`config.mk`:
```
export PLATFORM = sky130hd
export DESIGN_NAME = xcv_top
export DESIGN_NICKNAME = d
export VERILOG_FILES = /design/src/xcv_pkg.sv /design/src/xcv_fifo.sv /design/src/xcv_path.sv /design/src/xcv_top.sv
export SDC_FILE = /design/constraint.sdc
export NUM_CORES = 1
export LEC_CHECK = 0
export BUFFER_PORTS_ARGS = -buffer_cell sky130_fd_sc_hd__buf_2
export CAP_MARGIN = 40
export CORE_AREA = 10 10 181 183
export CTS_CLUSTER_SIZE = 28
export DETAILED_ROUTE_END_ITERATION = 10
export DIE_AREA = 0 0 191 193
export GPL_TIMING_DRIVEN = 0
export MAX_ROUTING_LAYER = met4
export PLACE_DENSITY = 0.76
export SYNTH_ARGS = -nofsm -noshare
export SYNTH_HDL_FRONTEND = slang
export SYNTH_SLANG_ARGS = --single-unit
export TNS_END_PERCENT = 30
```
`constraint.sdc`:
```
create_clock -name pclk -period 4.1 [get_ports pclk]
set_input_delay 0 -clock pclk [delete_from_list [all_inputs] [get_ports pclk]]
set_output_delay 0 -clock pclk [all_outputs]
set_load 0.1 [all_outputs]
```
`src/xcv_pkg.sv`:
```
// Package: constants and types for the bidirectional latch/flop transceiver
package xcv_pkg;
	// -------------------------------------------------------------------------
	// Data path
	// -------------------------------------------------------------------------
	localparam int XCV_WIDTH = 18;
	localparam int XCV_FIFO_DEPTH = 16;
	// -------------------------------------------------------------------------
	// Register byte offsets
	// -------------------------------------------------------------------------
	localparam logic [7:0] XCV_OFF_CTRL = 8'h00;
	localparam logic [7:0] XCV_OFF_STATUS = 8'h04;
	localparam logic [7:0] XCV_OFF_SNOOP = 8'h08;
	localparam logic [7:0] XCV_OFF_AB_VAL = 8'h0c;
	localparam logic [7:0] XCV_OFF_BA_VAL = 8'h10;
	localparam logic [7:0] XCV_OFF_PINS = 8'h14;
	// -------------------------------------------------------------------------
	// Field positions and reset values
	// -------------------------------------------------------------------------
	localparam int XCV_CTRL_SNOOP_EN_BIT = 0;
	localparam int XCV_STAT_OVF_BIT = 0;
	localparam int XCV_STAT_EMPTY_BIT = 1;
	localparam int XCV_STAT_LEVEL_LSB = 8;
	localparam logic [31:0] XCV_CTRL_RESET = 32'h0000_0000;
	// Per-direction control pins, packed together
	typedef struct packed {
		logic clk_en_n;
		logic out_en_n;
		logic latch_en;
		logic clock;
	} xcv_ctl_t;
endpackage : xcv_pkg

```
`src/xcv_fifo.sv`:
```
// Synchronous FIFO with valid/ready on both sides
`timescale 1ns/100ps
module xcv_fifo #(
	parameter int WIDTH = 18,
	parameter int DEPTH = 16
) (
	input wire logic clk, // Clock
	input wire logic rst_n, // Async reset, active low
	input wire logic in_valid, // Write request
	output logic in_ready, // Room for a word
	input wire logic [WIDTH-1:0] in_data, // Write data
	output logic out_valid, // Word available
	input wire logic out_ready, // Consumer takes head
	output logic [WIDTH-1:0] out_data, // Head word
	output logic [$clog2(DEPTH):0] level // Words held
);
	localparam int AW = $clog2(DEPTH);
	logic [WIDTH-1:0] mem [DEPTH];
	logic [AW-1:0] wp_r;
	logic [AW-1:0] rp_r;
	logic [AW:0] cnt_r;
	wire push = in_valid && in_ready;
	wire pop = out_valid && out_ready;

	// Full and empty come straight from the count so they never disagree
	assign in_ready = (cnt_r != AW'(0) + (AW+1)'(DEPTH)) ? 1'b1 : 1'b0;
	assign out_valid = (cnt_r != '0);
	assign out_data = mem[rp_r];
	assign level = cnt_r;

	// Storage has no reset; only pointers and count do
	always_ff @(posedge clk) begin
		if (push) begin
			mem[wp_r] <= in_data;
		end
	end

	// Pointers and count
	always_ff @(posedge clk or negedge rst_n) begin
		if (!rst_n) begin
			wp_r <= '0;
			rp_r <= '0;
			cnt_r <= '0;
		end else begin
			if (push) wp_r <= wp_r + AW'(1);
			if (pop) rp_r <= rp_r + AW'(1);
			cnt_r <= cnt_r + (AW+1)'(push) - (AW+1)'(pop);
		end
	end
endmodule : xcv_fifo

```
`src/xcv_path.sv`:
```
// One transfer direction: latch stage, flop stage and output enable
`timescale 1ns/100ps
module xcv_path #(
	parameter int WIDTH = 18
) (
	input wire logic clk, // System clock
	input wire logic rst_n, // Async reset, active low
	input wire logic [WIDTH-1:0] src, // Source port data
	input xcv_pkg::xcv_ctl_t ctl, // Direction control pins
	output logic [WIDTH-1:0] dst_r, // Destination port value
	output logic dst_oe_r, // Destination drive enable
	output logic [WIDTH-1:0] store_r, // Held word
	output logic cap_r // Pulse: flop captured
);
	logic clk_prev_r;
	logic clk_seen_r;
	logic [WIDTH-1:0] store_nxt;

	// ---------------------------------------------------------------------
	// Stage decode
	// ---------------------------------------------------------------------
	// Control pin edge is seen as a sampled low-to-high step
	// History is trusted only one cycle after reset, so a clock resting high is no edge
	wire clk_rise = ctl.clock && !clk_prev_r && clk_seen_r;
	// Flop loads only with latch closed and clock enable low; enable high inhibits
	wire flop_load = clk_rise && !ctl.clk_en_n && !ctl.latch_en;
	// Latch high: transparent, and the last value seen is kept at the fall
	assign store_nxt = ctl.latch_en ? src : (flop_load ? src : store_r);

	// Held word and clock history
	always_ff @(posedge clk or negedge rst_n) begin
		if (!rst_n) begin
			store_r <= '0;
			clk_prev_r <= 1'b0;
			clk_seen_r <= 1'b0;
			cap_r <= 1'b0;
		end else begin
			store_r <= store_nxt;
			clk_prev_r <= ctl.clock;
			clk_seen_r <= 1'b1;
			cap_r <= flop_load;
		end
	end

	// Output stage: no inversion; drive only while output enable is low
	always_ff @(posedge clk or negedge rst_n) begin
		if (!rst_n) begin
			dst_r <= '0;
			dst_oe_r <= 1'b0;
		end else begin
			dst_r <= ctl.latch_en ? src : store_nxt;
			dst_oe_r <= !ctl.out_en_n;
		end
	end
endmodule : xcv_path

```
`src/xcv_top.sv`:
```
// Top: 18-bit bidirectional transceiver with APB status and capture snoop
`timescale 1ns/100ps
// Function
// - Each direction carries 18 bits through a latch and a flop stage.
// - Destination data keeps source polarity in every mode.
// - A-to-B flop takes A data on clock rise while clock enable is low.
// - A-to-B latch holds A data when latch enable falls.
// - Clock enable and latch enable low keep stored data, clock high or low.
// - Latch enable high makes the path transparent.
// - Output enable low drives B with the path value.
// - Output enable high puts B in high impedance.
// - B-to-A path works alike with its own four controls.
// - Undriven A inputs keep their last valid level.
// - With enables and clock low, B keeps its earlier level.
module xcv_top #(
	parameter int WIDTH = xcv_pkg::XCV_WIDTH,
	parameter int FIFO_DEPTH = xcv_pkg::XCV_FIFO_DEPTH
) (
	input wire logic pclk, // APB clock, 40 MHz
	input wire logic presetn, // Async reset, active low
	input wire logic psel, // APB select
	input wire logic penable, // APB enable
	input wire logic pwrite, // APB direction
	input wire logic [7:0] paddr, // APB byte address
	input wire logic [31:0] pwdata, // APB write data
	output logic [31:0] prdata, // APB read data
	output logic pready, // APB ready
	output logic pslverr, // APB error
	input wire logic [WIDTH-1:0] a_in, // A port pin level
	input wire logic a_driven, // Far side drives A port
	output logic [WIDTH-1:0] a_out, // A port drive value
	output logic a_oe, // A port drive enable
	input wire logic [WIDTH-1:0] b_in, // B port pin level
	output logic [WIDTH-1:0] b_out, // B port drive value
	output logic b_oe, // B port drive enable
	input wire logic a_to_b_clk_en_n, // A-to-B clock enable, low active
	input wire logic a_to_b_out_en_n, // A-to-B output enable, low active
	input wire logic a_to_b_latch_en, // A-to-B latch enable
	input wire logic a_to_b_clock, // A-to-B clock pin
	input wire logic b_to_a_clk_en_n, // B-to-A clock enable, low active
	input wire logic b_to_a_out_en_n, // B-to-A output enable, low active
	input wire logic b_to_a_latch_en, // B-to-A latch enable
	input wire logic b_to_a_clock // B-to-A clock pin
);
	localparam int LW = $clog2(FIFO_DEPTH) + 1;

	// -------------------------------------------------------------------------
	// Declarations
	// -------------------------------------------------------------------------
	xcv_pkg::xcv_ctl_t ab_ctl;
	xcv_pkg::xcv_ctl_t ba_ctl;
	logic [WIDTH-1:0] a_hold_r;
	logic [WIDTH-1:0] a_src;
	logic [WIDTH-1:0] ab_store;
	logic [WIDTH-1:0] ba_store;
	logic ab_cap;
	logic ctrl_snoop_en_r;
	logic ovf_r;
	logic ovf_nxt;
	logic [31:0] prdata_r;
	logic [31:0] rdata_nxt;
	logic pready_r;
	logic pslverr_r;
	logic fifo_in_ready;
	logic fifo_out_valid;
	logic [WIDTH-1:0] fifo_out_data;
	logic [LW-1:0] fifo_level;
	logic [WIDTH-1:0] a_pin_r;
	logic [WIDTH-1:0] b_pin_r;

	// Checks that an offset is one of the mapped registers
	function automatic logic is_mapped(input logic [7:0] addr);
		is_mapped = (addr == xcv_pkg::XCV_OFF_CTRL) || (addr == xcv_pkg::XCV_OFF_STATUS) ||
			(addr == xcv_pkg::XCV_OFF_SNOOP) || (addr == xcv_pkg::XCV_OFF_AB_VAL) ||
			(addr == xcv_pkg::XCV_OFF_BA_VAL) || (addr == xcv_pkg::XCV_OFF_PINS);
	endfunction : is_mapped

	// -------------------------------------------------------------------------
	// Port A bus hold
	// -------------------------------------------------------------------------
	// A floating input would otherwise feed an unknown into the latch
	assign a_src = a_driven ? a_in : a_hold_r;

	always_ff @(posedge pclk or negedge presetn) begin
		if (!presetn) begin
			a_hold_r <= '0;
		end else begin
			a_hold_r <= a_src;
		end
	end

	// -------------------------------------------------------------------------
	// Both directions
	// -------------------------------------------------------------------------
	// Pins packed per direction; each path only sees its own four controls
	assign ab_ctl = '{clk_en_n: a_to_b_clk_en_n, out_en_n: a_to_b_out_en_n,
		latch_en: a_to_b_latch_en, clock: a_to_b_clock};
	assign ba_ctl = '{clk_en_n: b_to_a_clk_en_n, out_en_n: b_to_a_out_en_n,
		latch_en: b_to_a_latch_en, clock: b_to_a_clock};

	xcv_path #(.WIDTH(WIDTH)) u_ab (
		.clk(pclk),
		.rst_n(presetn),
		.src(a_src),
		.ctl(ab_ctl),
		.dst_r(b_out),
		.dst_oe_r(b_oe),
		.store_r(ab_store),
		.cap_r(ab_cap)
	);

	// Same structure reused so the reverse direction cannot drift apart
	xcv_path #(.WIDTH(WIDTH)) u_ba (
		.clk(pclk),
		.rst_n(presetn),
		.src(b_in),
		.ctl(ba_ctl),
		.dst_r(a_out),
		.dst_oe_r(a_oe),
		.store_r(ba_store),
		.cap_r()
	);

	// Pin snapshot for software; limitation: both enables low is not blocked here
	always_ff @(posedge pclk or negedge presetn) begin
		if (!presetn) begin
			a_pin_r <= '0;
			b_pin_r <= '0;
		end else begin
			a_pin_r <= a_src;
			b_pin_r <= b_in;
		end
	end

	// -------------------------------------------------------------------------
	// Capture snoop FIFO
	// -------------------------------------------------------------------------
	// Each A-to-B flop capture is logged while the CTRL snoop enable is set; a full FIFO drops the word and flags it
	wire snoop_push = ab_cap && ctrl_snoop_en_r;
	wire acc_edge = psel && penable && pready_r;
	wire wr_acc = acc_edge && pwrite;
	wire rd_pop = acc_edge && !pwrite && (paddr == xcv_pkg::XCV_OFF_SNOOP) && fifo_out_valid;

	xcv_fifo #(.WIDTH(WIDTH), .DEPTH(FIFO_DEPTH)) u_fifo (
		.clk(pclk),
		.rst_n(presetn),
		.in_valid(snoop_push),
		.in_ready(fifo_in_ready),
		.in_data(ab_store),
		.out_valid(fifo_out_valid),
		.out_ready(rd_pop),
		.out_data(fifo_out_data),
		.level(fifo_level)
	);

	// -------------------------------------------------------------------------
	// APB register file
	// -------------------------------------------------------------------------
	// Overflow: a drop in the clearing cycle keeps the flag set
	wire ovf_clr = wr_acc && (paddr == xcv_pkg::XCV_OFF_STATUS) && pwdata[xcv_pkg::XCV_STAT_OVF_BIT];
	assign ovf_nxt = (snoop_push && !fifo_in_ready) ? 1'b1 : (ovf_clr ? 1'b0 : ovf_r);

	// Read mux, loaded in the setup cycle so data is stable during access
	always_comb begin
		rdata_nxt = 32'h0000_0000;
		case (paddr)
			xcv_pkg::XCV_OFF_CTRL: rdata_nxt[xcv_pkg::XCV_CTRL_SNOOP_EN_BIT] = ctrl_snoop_en_r;
			xcv_pkg::XCV_OFF_STATUS: begin
				rdata_nxt[xcv_pkg::XCV_STAT_OVF_BIT] = ovf_r;
				rdata_nxt[xcv_pkg::XCV_STAT_EMPTY_BIT] = !fifo_out_valid;
				rdata_nxt[xcv_pkg::XCV_STAT_LEVEL_LSB +: LW] = fifo_level;
			end
			xcv_pkg::XCV_OFF_SNOOP: rdata_nxt[WIDTH-1:0] = fifo_out_valid ? fifo_out_data : '0;
			xcv_pkg::XCV_OFF_AB_VAL: rdata_nxt[WIDTH-1:0] = ab_store;
			xcv_pkg::XCV_OFF_BA_VAL: rdata_nxt[WIDTH-1:0] = ba_store;
			xcv_pkg::XCV_OFF_PINS: rdata_nxt = {6'h00, a_to_b_latch_en, b_to_a_latch_en,
				a_to_b_out_en_n, b_to_a_out_en_n, a_pin_r[WIDTH-1 -: 11], b_pin_r[WIDTH-1 -: 11]};
			default: rdata_nxt = 32'h0000_0000;
		endcase
	end

	// Handshake: no wait state, ready raised for the first access cycle only
	always_ff @(posedge pclk or negedge presetn) begin
		if (!presetn) begin
			pready_r <= 1'b0;
			pslverr_r <= 1'b0;
			prdata_r <= 32'h0000_0000;
		end else begin
			pready_r <= psel && !penable;
			pslverr_r <= psel && !penable && !is_mapped(paddr);
			prdata_r <= (psel && !penable && !pwrite) ? rdata_nxt : 32'h0000_0000;
		end
	end

	// Control and sticky status
	always_ff @(posedge pclk or negedge presetn) begin
		if (!presetn) begin
			ctrl_snoop_en_r <= xcv_pkg::XCV_CTRL_RESET[xcv_pkg::XCV_CTRL_SNOOP_EN_BIT];
			ovf_r <= 1'b0;
		end else begin
			if (wr_acc && (paddr == xcv_pkg::XCV_OFF_CTRL)) begin
				ctrl_snoop_en_r <= pwdata[xcv_pkg::XCV_CTRL_SNOOP_EN_BIT];
			end
			ovf_r <= ovf_nxt;
		end
	end

	assign prdata = prdata_r;
	assign pready = pready_r;
	assign pslverr = pslverr_r;
endmodule : xcv_top

```
==> impl_metrics.toml <==
[min_path]
hold_end = "u_fifo.rp_r[0]"
hold_start = "penable"
hold_path_class = "input port to register"
hold_depth = 4

[clock_tree]
cts-root-buf = "clkbuf_16"
htree_levels = 2
post_cts_resized = 0
cts_tree = "done"
clkLatencyLatePin_ns = 0.53
cts.sinks = 402
cts.reportedPaths.clkPinSlew_ns = 0.06
clockBufferDepth = 3
cts_buffers = 40

[global_routing]
grt_overflow = 0
grtUsageTotal_pct = 22.1
grt_pass1_vias = 9296
grt_max_degree = 60
antenna_found_initial = 0
grt_pass1_wl_mm = 59.0

[sta]
finalHoldViolations = 0
fin_ws_ns = 0.729
rsz0062_at_grt = "no"
timing_max_transition_violations_final = 0
setup_viol = 0
slew_headroom_pct = 42.7
tightest_slew_ns = 0.856
fmax_mhz = 297
skew_ns = 0.0173
period_needed_ns = 3.37
min_period_over_period_pct = 82.2

[drt]
ant_nets = 0
avgRoutedWirePerCell_um = 26.2
routed_via_density = 5.89
first_iter_violations = 1037
drc = 0
vias = 8829
dr.pass1.iters = 7
wirelength_mm = 39.2

[critical_path]
cp.required_ns = 4.51
reg2reg_depth = 15
critPathArrivalTime_ns = 3.78
critical_path.endpoint_type = "register"
start_kind = "register"
path_class = "register to register"
critPathMaxFanout = 5
r2r_slack_ns = 0.73
regToRegEndpoint = "u_fifo.level[4]"
r2r-start = "u_fifo.level[2]"

[layout]
nFillCells = 1856
num_antenna_cells = 0
syn_to_final_growth_pct = 20.6
layout.cells.non_filler = 1498
seqCellArea_um2 = 11500
final_core_util_pct = 65.2
fin_nets = 1182
final_layout_size_suffix_gt1_share_pct = 36.4
multiInputGateArea_um2 = 4090

[synth]
ys_seq_area_share_pct = 72.7
synth_warnings = 0
synthMuxAreaShare_pct = 16.8
synth_top_family_by_area = "multiplexers"
synth-async-reset-ratio_pct = 28.4
synth_area_um2 = 15800
synth-adder-area-share_pct = 0.996
synth_compound_area_share_pct = 3.35
synth-edff-count = 288
synth_ff_type = "edfxtp_1"
synth_xor_area_share_pct = 0.609
synthCells = 835
ys_ff_latch = 402
syn_area_per_cell_um2 = 19.0
synth-simple-area-share_pct = 3.59
synth_cell_types = 50

[floorplan]
start_util_pct = 54.1
die_w_um = 191
io_pins = 162
coreArea_um2 = 29200
fp.dieH_um = 193
die-area_um2 = 36900
std_cell_rows = 63

[power]
ir_drop_uv = 459
p_per_area_nw_per_um2 = 475
power_w = 0.00906
p_leak_nw = 6.93

[placed_design]
dp_hpwl_mm = 25.5
dp_slack_ns = 0.783
portBuffers = 122
placed_cells = 1375
gp_congestion = 0.854

[run_status]
status = "finished clean"

[job]
maxCapViolCount = 0
critical path: stages, from the launching register on:
cell and delay, ns:
dfrtp_1 0.35, inv_1 0.10, ha_1 0.24, nor4b_2 0.21
nor4_4 0.40, nor3b_4 0.49, ha_1 0.32, inv_1 0.06
ha_1 0.16, inv_1 0.06, fa_1 0.43, inv_1 0.08
a21oi_1 0.06, nor2_1 0.11, nor2_1 0.07, xnor2_1 0.12
cell usage after synthesis (all sizes together) (2+ instances only):
| master | count | area [um2] |
|---|---|---|
| a21o | 6 | 45.0 |
| a21oi | 20 | 100 |
| a222oi | 5 | 50.1 |
| a22o | 6 | 78.8 |
| a22oi | 11 | 82.6 |
| a31oi | 3 | 18.8 |
| and3 | 8 | 50.1 |
| buf | 33 | 188 |
| clkbuf | 15 | 56.3 |
| conb | 2 | 7.51 |
| dfrtp | 114 | 2850 |
| edfxtp | 288 | 8650 |
| ha | 11 | 138 |
| inv | 15 | 56.3 |
| mux2 | 80 | 901 |
| mux2i | 14 | 140 |
| mux4 | 72 | 1620 |
| nand2 | 30 | 113 |
| nand2b | 4 | 25.0 |
| nand3 | 5 | 25.0 |
| nand3b | 2 | 15.0 |
| nand4 | 2 | 12.5 |
| nor2 | 29 | 109 |
| nor3 | 4 | 20.0 |
| nor3b | 2 | 26.3 |
| nor4 | 5 | 80.1 |
| nor4bb | 2 | 20.0 |
| o211ai | 2 | 15.0 |
| o21ai | 17 | 85.1 |
| o22ai | 6 | 37.5 |
| or3b | 2 | 17.5 |
| xnor2 | 8 | 70.1 |
| xor2 | 3 | 26.3 |
placed cells by master (no fill, tap or decap), types with 5 or more instances in the layout:
cell type	n
edfxtp_1	288
buf_2	142
dfrtp_1	114
mux4_2	72
mux2_2	69
dlygate4sd3_1	53
clkbuf_16	41
nand2_1	30
clkbuf_1	22
a21oi_1	20
nor2_1	17
o21ai_0	16
inv_1	15
mux2i_1	14
nor2_2	12
buf_4	12
a22oi_1	11
mux2_1	11
ha_1	11
buf_6	10
clkinv_2	10
buf_8	9
and3_1	8
xnor2_1	8
conb_1	7
o22ai_1	6
a21o_1	6
nand3_1	5
a222oi_1	5
cell families (layout without fill, tap and decap cells):
logic type | Yosys count | after routing
flip-flops | 402 | 402
other | 2 | 7
multiplexers | 166 | 166
adder cells (fa/ha/maj) | 12 | 12
XOR/XNOR | 11 | 11
AO/OA/AOI/OAI | 78 | 78
AND/OR/NAND/NOR | 101 | 101
buffers and inverters | 63 | 331
cell type report:
class | count | area share (%)
Inverter | 15 | 0.295
Buffer | 48 | 1.28
Clock inverter | 19 | 0.892
Timing Repair Buffer | 198 | 7.52
Sequential cell | 402 | 60.3
Tap cell | 390 | 2.56
Clock buffer | 51 | 5.73
Multi-Input combinational cell | 375 | 21.4
power breakdown:
part           internal [W]  total (W)  switching (W)
Combinational      0.000194   0.000754       0.000560
Clock               0.00207    0.00355        0.00147
Sequential          0.00455    0.00476       0.000216
Total               0.00681    0.00906        0.00225
state kept, by name (all words and copies together), names as in the netlist, 4 cells and up, named ones only:
signal and count:
u_fifo.wp_r 4, prdata 26, u_fifo.rp_r 4, b_pin_r 11, u_fifo.mem 288, a_pin_r 18, u_fifo.level 5
worst max path at each step:
stage | startpoint | end | slack [ns] | cells after the start
final | u_fifo.level[2] | u_fifo.level[4] | 0.73 | 15
after global routing | u_fifo.level[2] | u_fifo.level[4] | 0.57 | 15
after CTS | u_fifo.level[2] | u_fifo.level[4] | 0.73 | 15
after detailed placement | u_fifo.level[2] | u_fifo.level[4] | 0.78 | 15
after global placement | u_fifo.level[2] | u_fifo.mem[3][7] | -0.80 | 5
after floorplan | u_fifo.level[2] | u_fifo.mem[3][0] | 1.06 | 5
metal layers:
| metal | part of all wire [%] | vias up | wire, um | global-route usage, % |
|---|---|---|---|---|
| met2 | 50 | 466 | 19500 | 34.9 |
| met1 | 39 | 4506 | 15300 | 28.6 |
| li1 | - | 3769 | - | - |
| met3 | 8.2 | 88 | 3210 | 4.35 |
| met4 | 3.0 | 0 | 1170 | 6.94 |
| met5 | 0 | - | 0 | - |
what timing repair did:
| action | 4_1_cts | 5_1_grt |
|---|---|---|
| hold endpoints to repair | 139 | 0 |
| buffers inserted | 0 | 0 |
| hold buffers | 53 | 0 |
per-stage QoR:
stage | hold slack (ns) | setup TNS, ns | instance area (um2)
2_1_floorplan | -0.296 | 0 | 15800
5_1_grt | 0.0312 | 0 | 19100
4_1_cts | 0.00645 | 0 | 19100
3_5_place_dp | 0.111 | 0 | 17300
3_3_place_gp | 0.120 | -45.51 | 16900
6_report | 0.0163 | 0 | 19100
(Power assumes the default switching activity.)
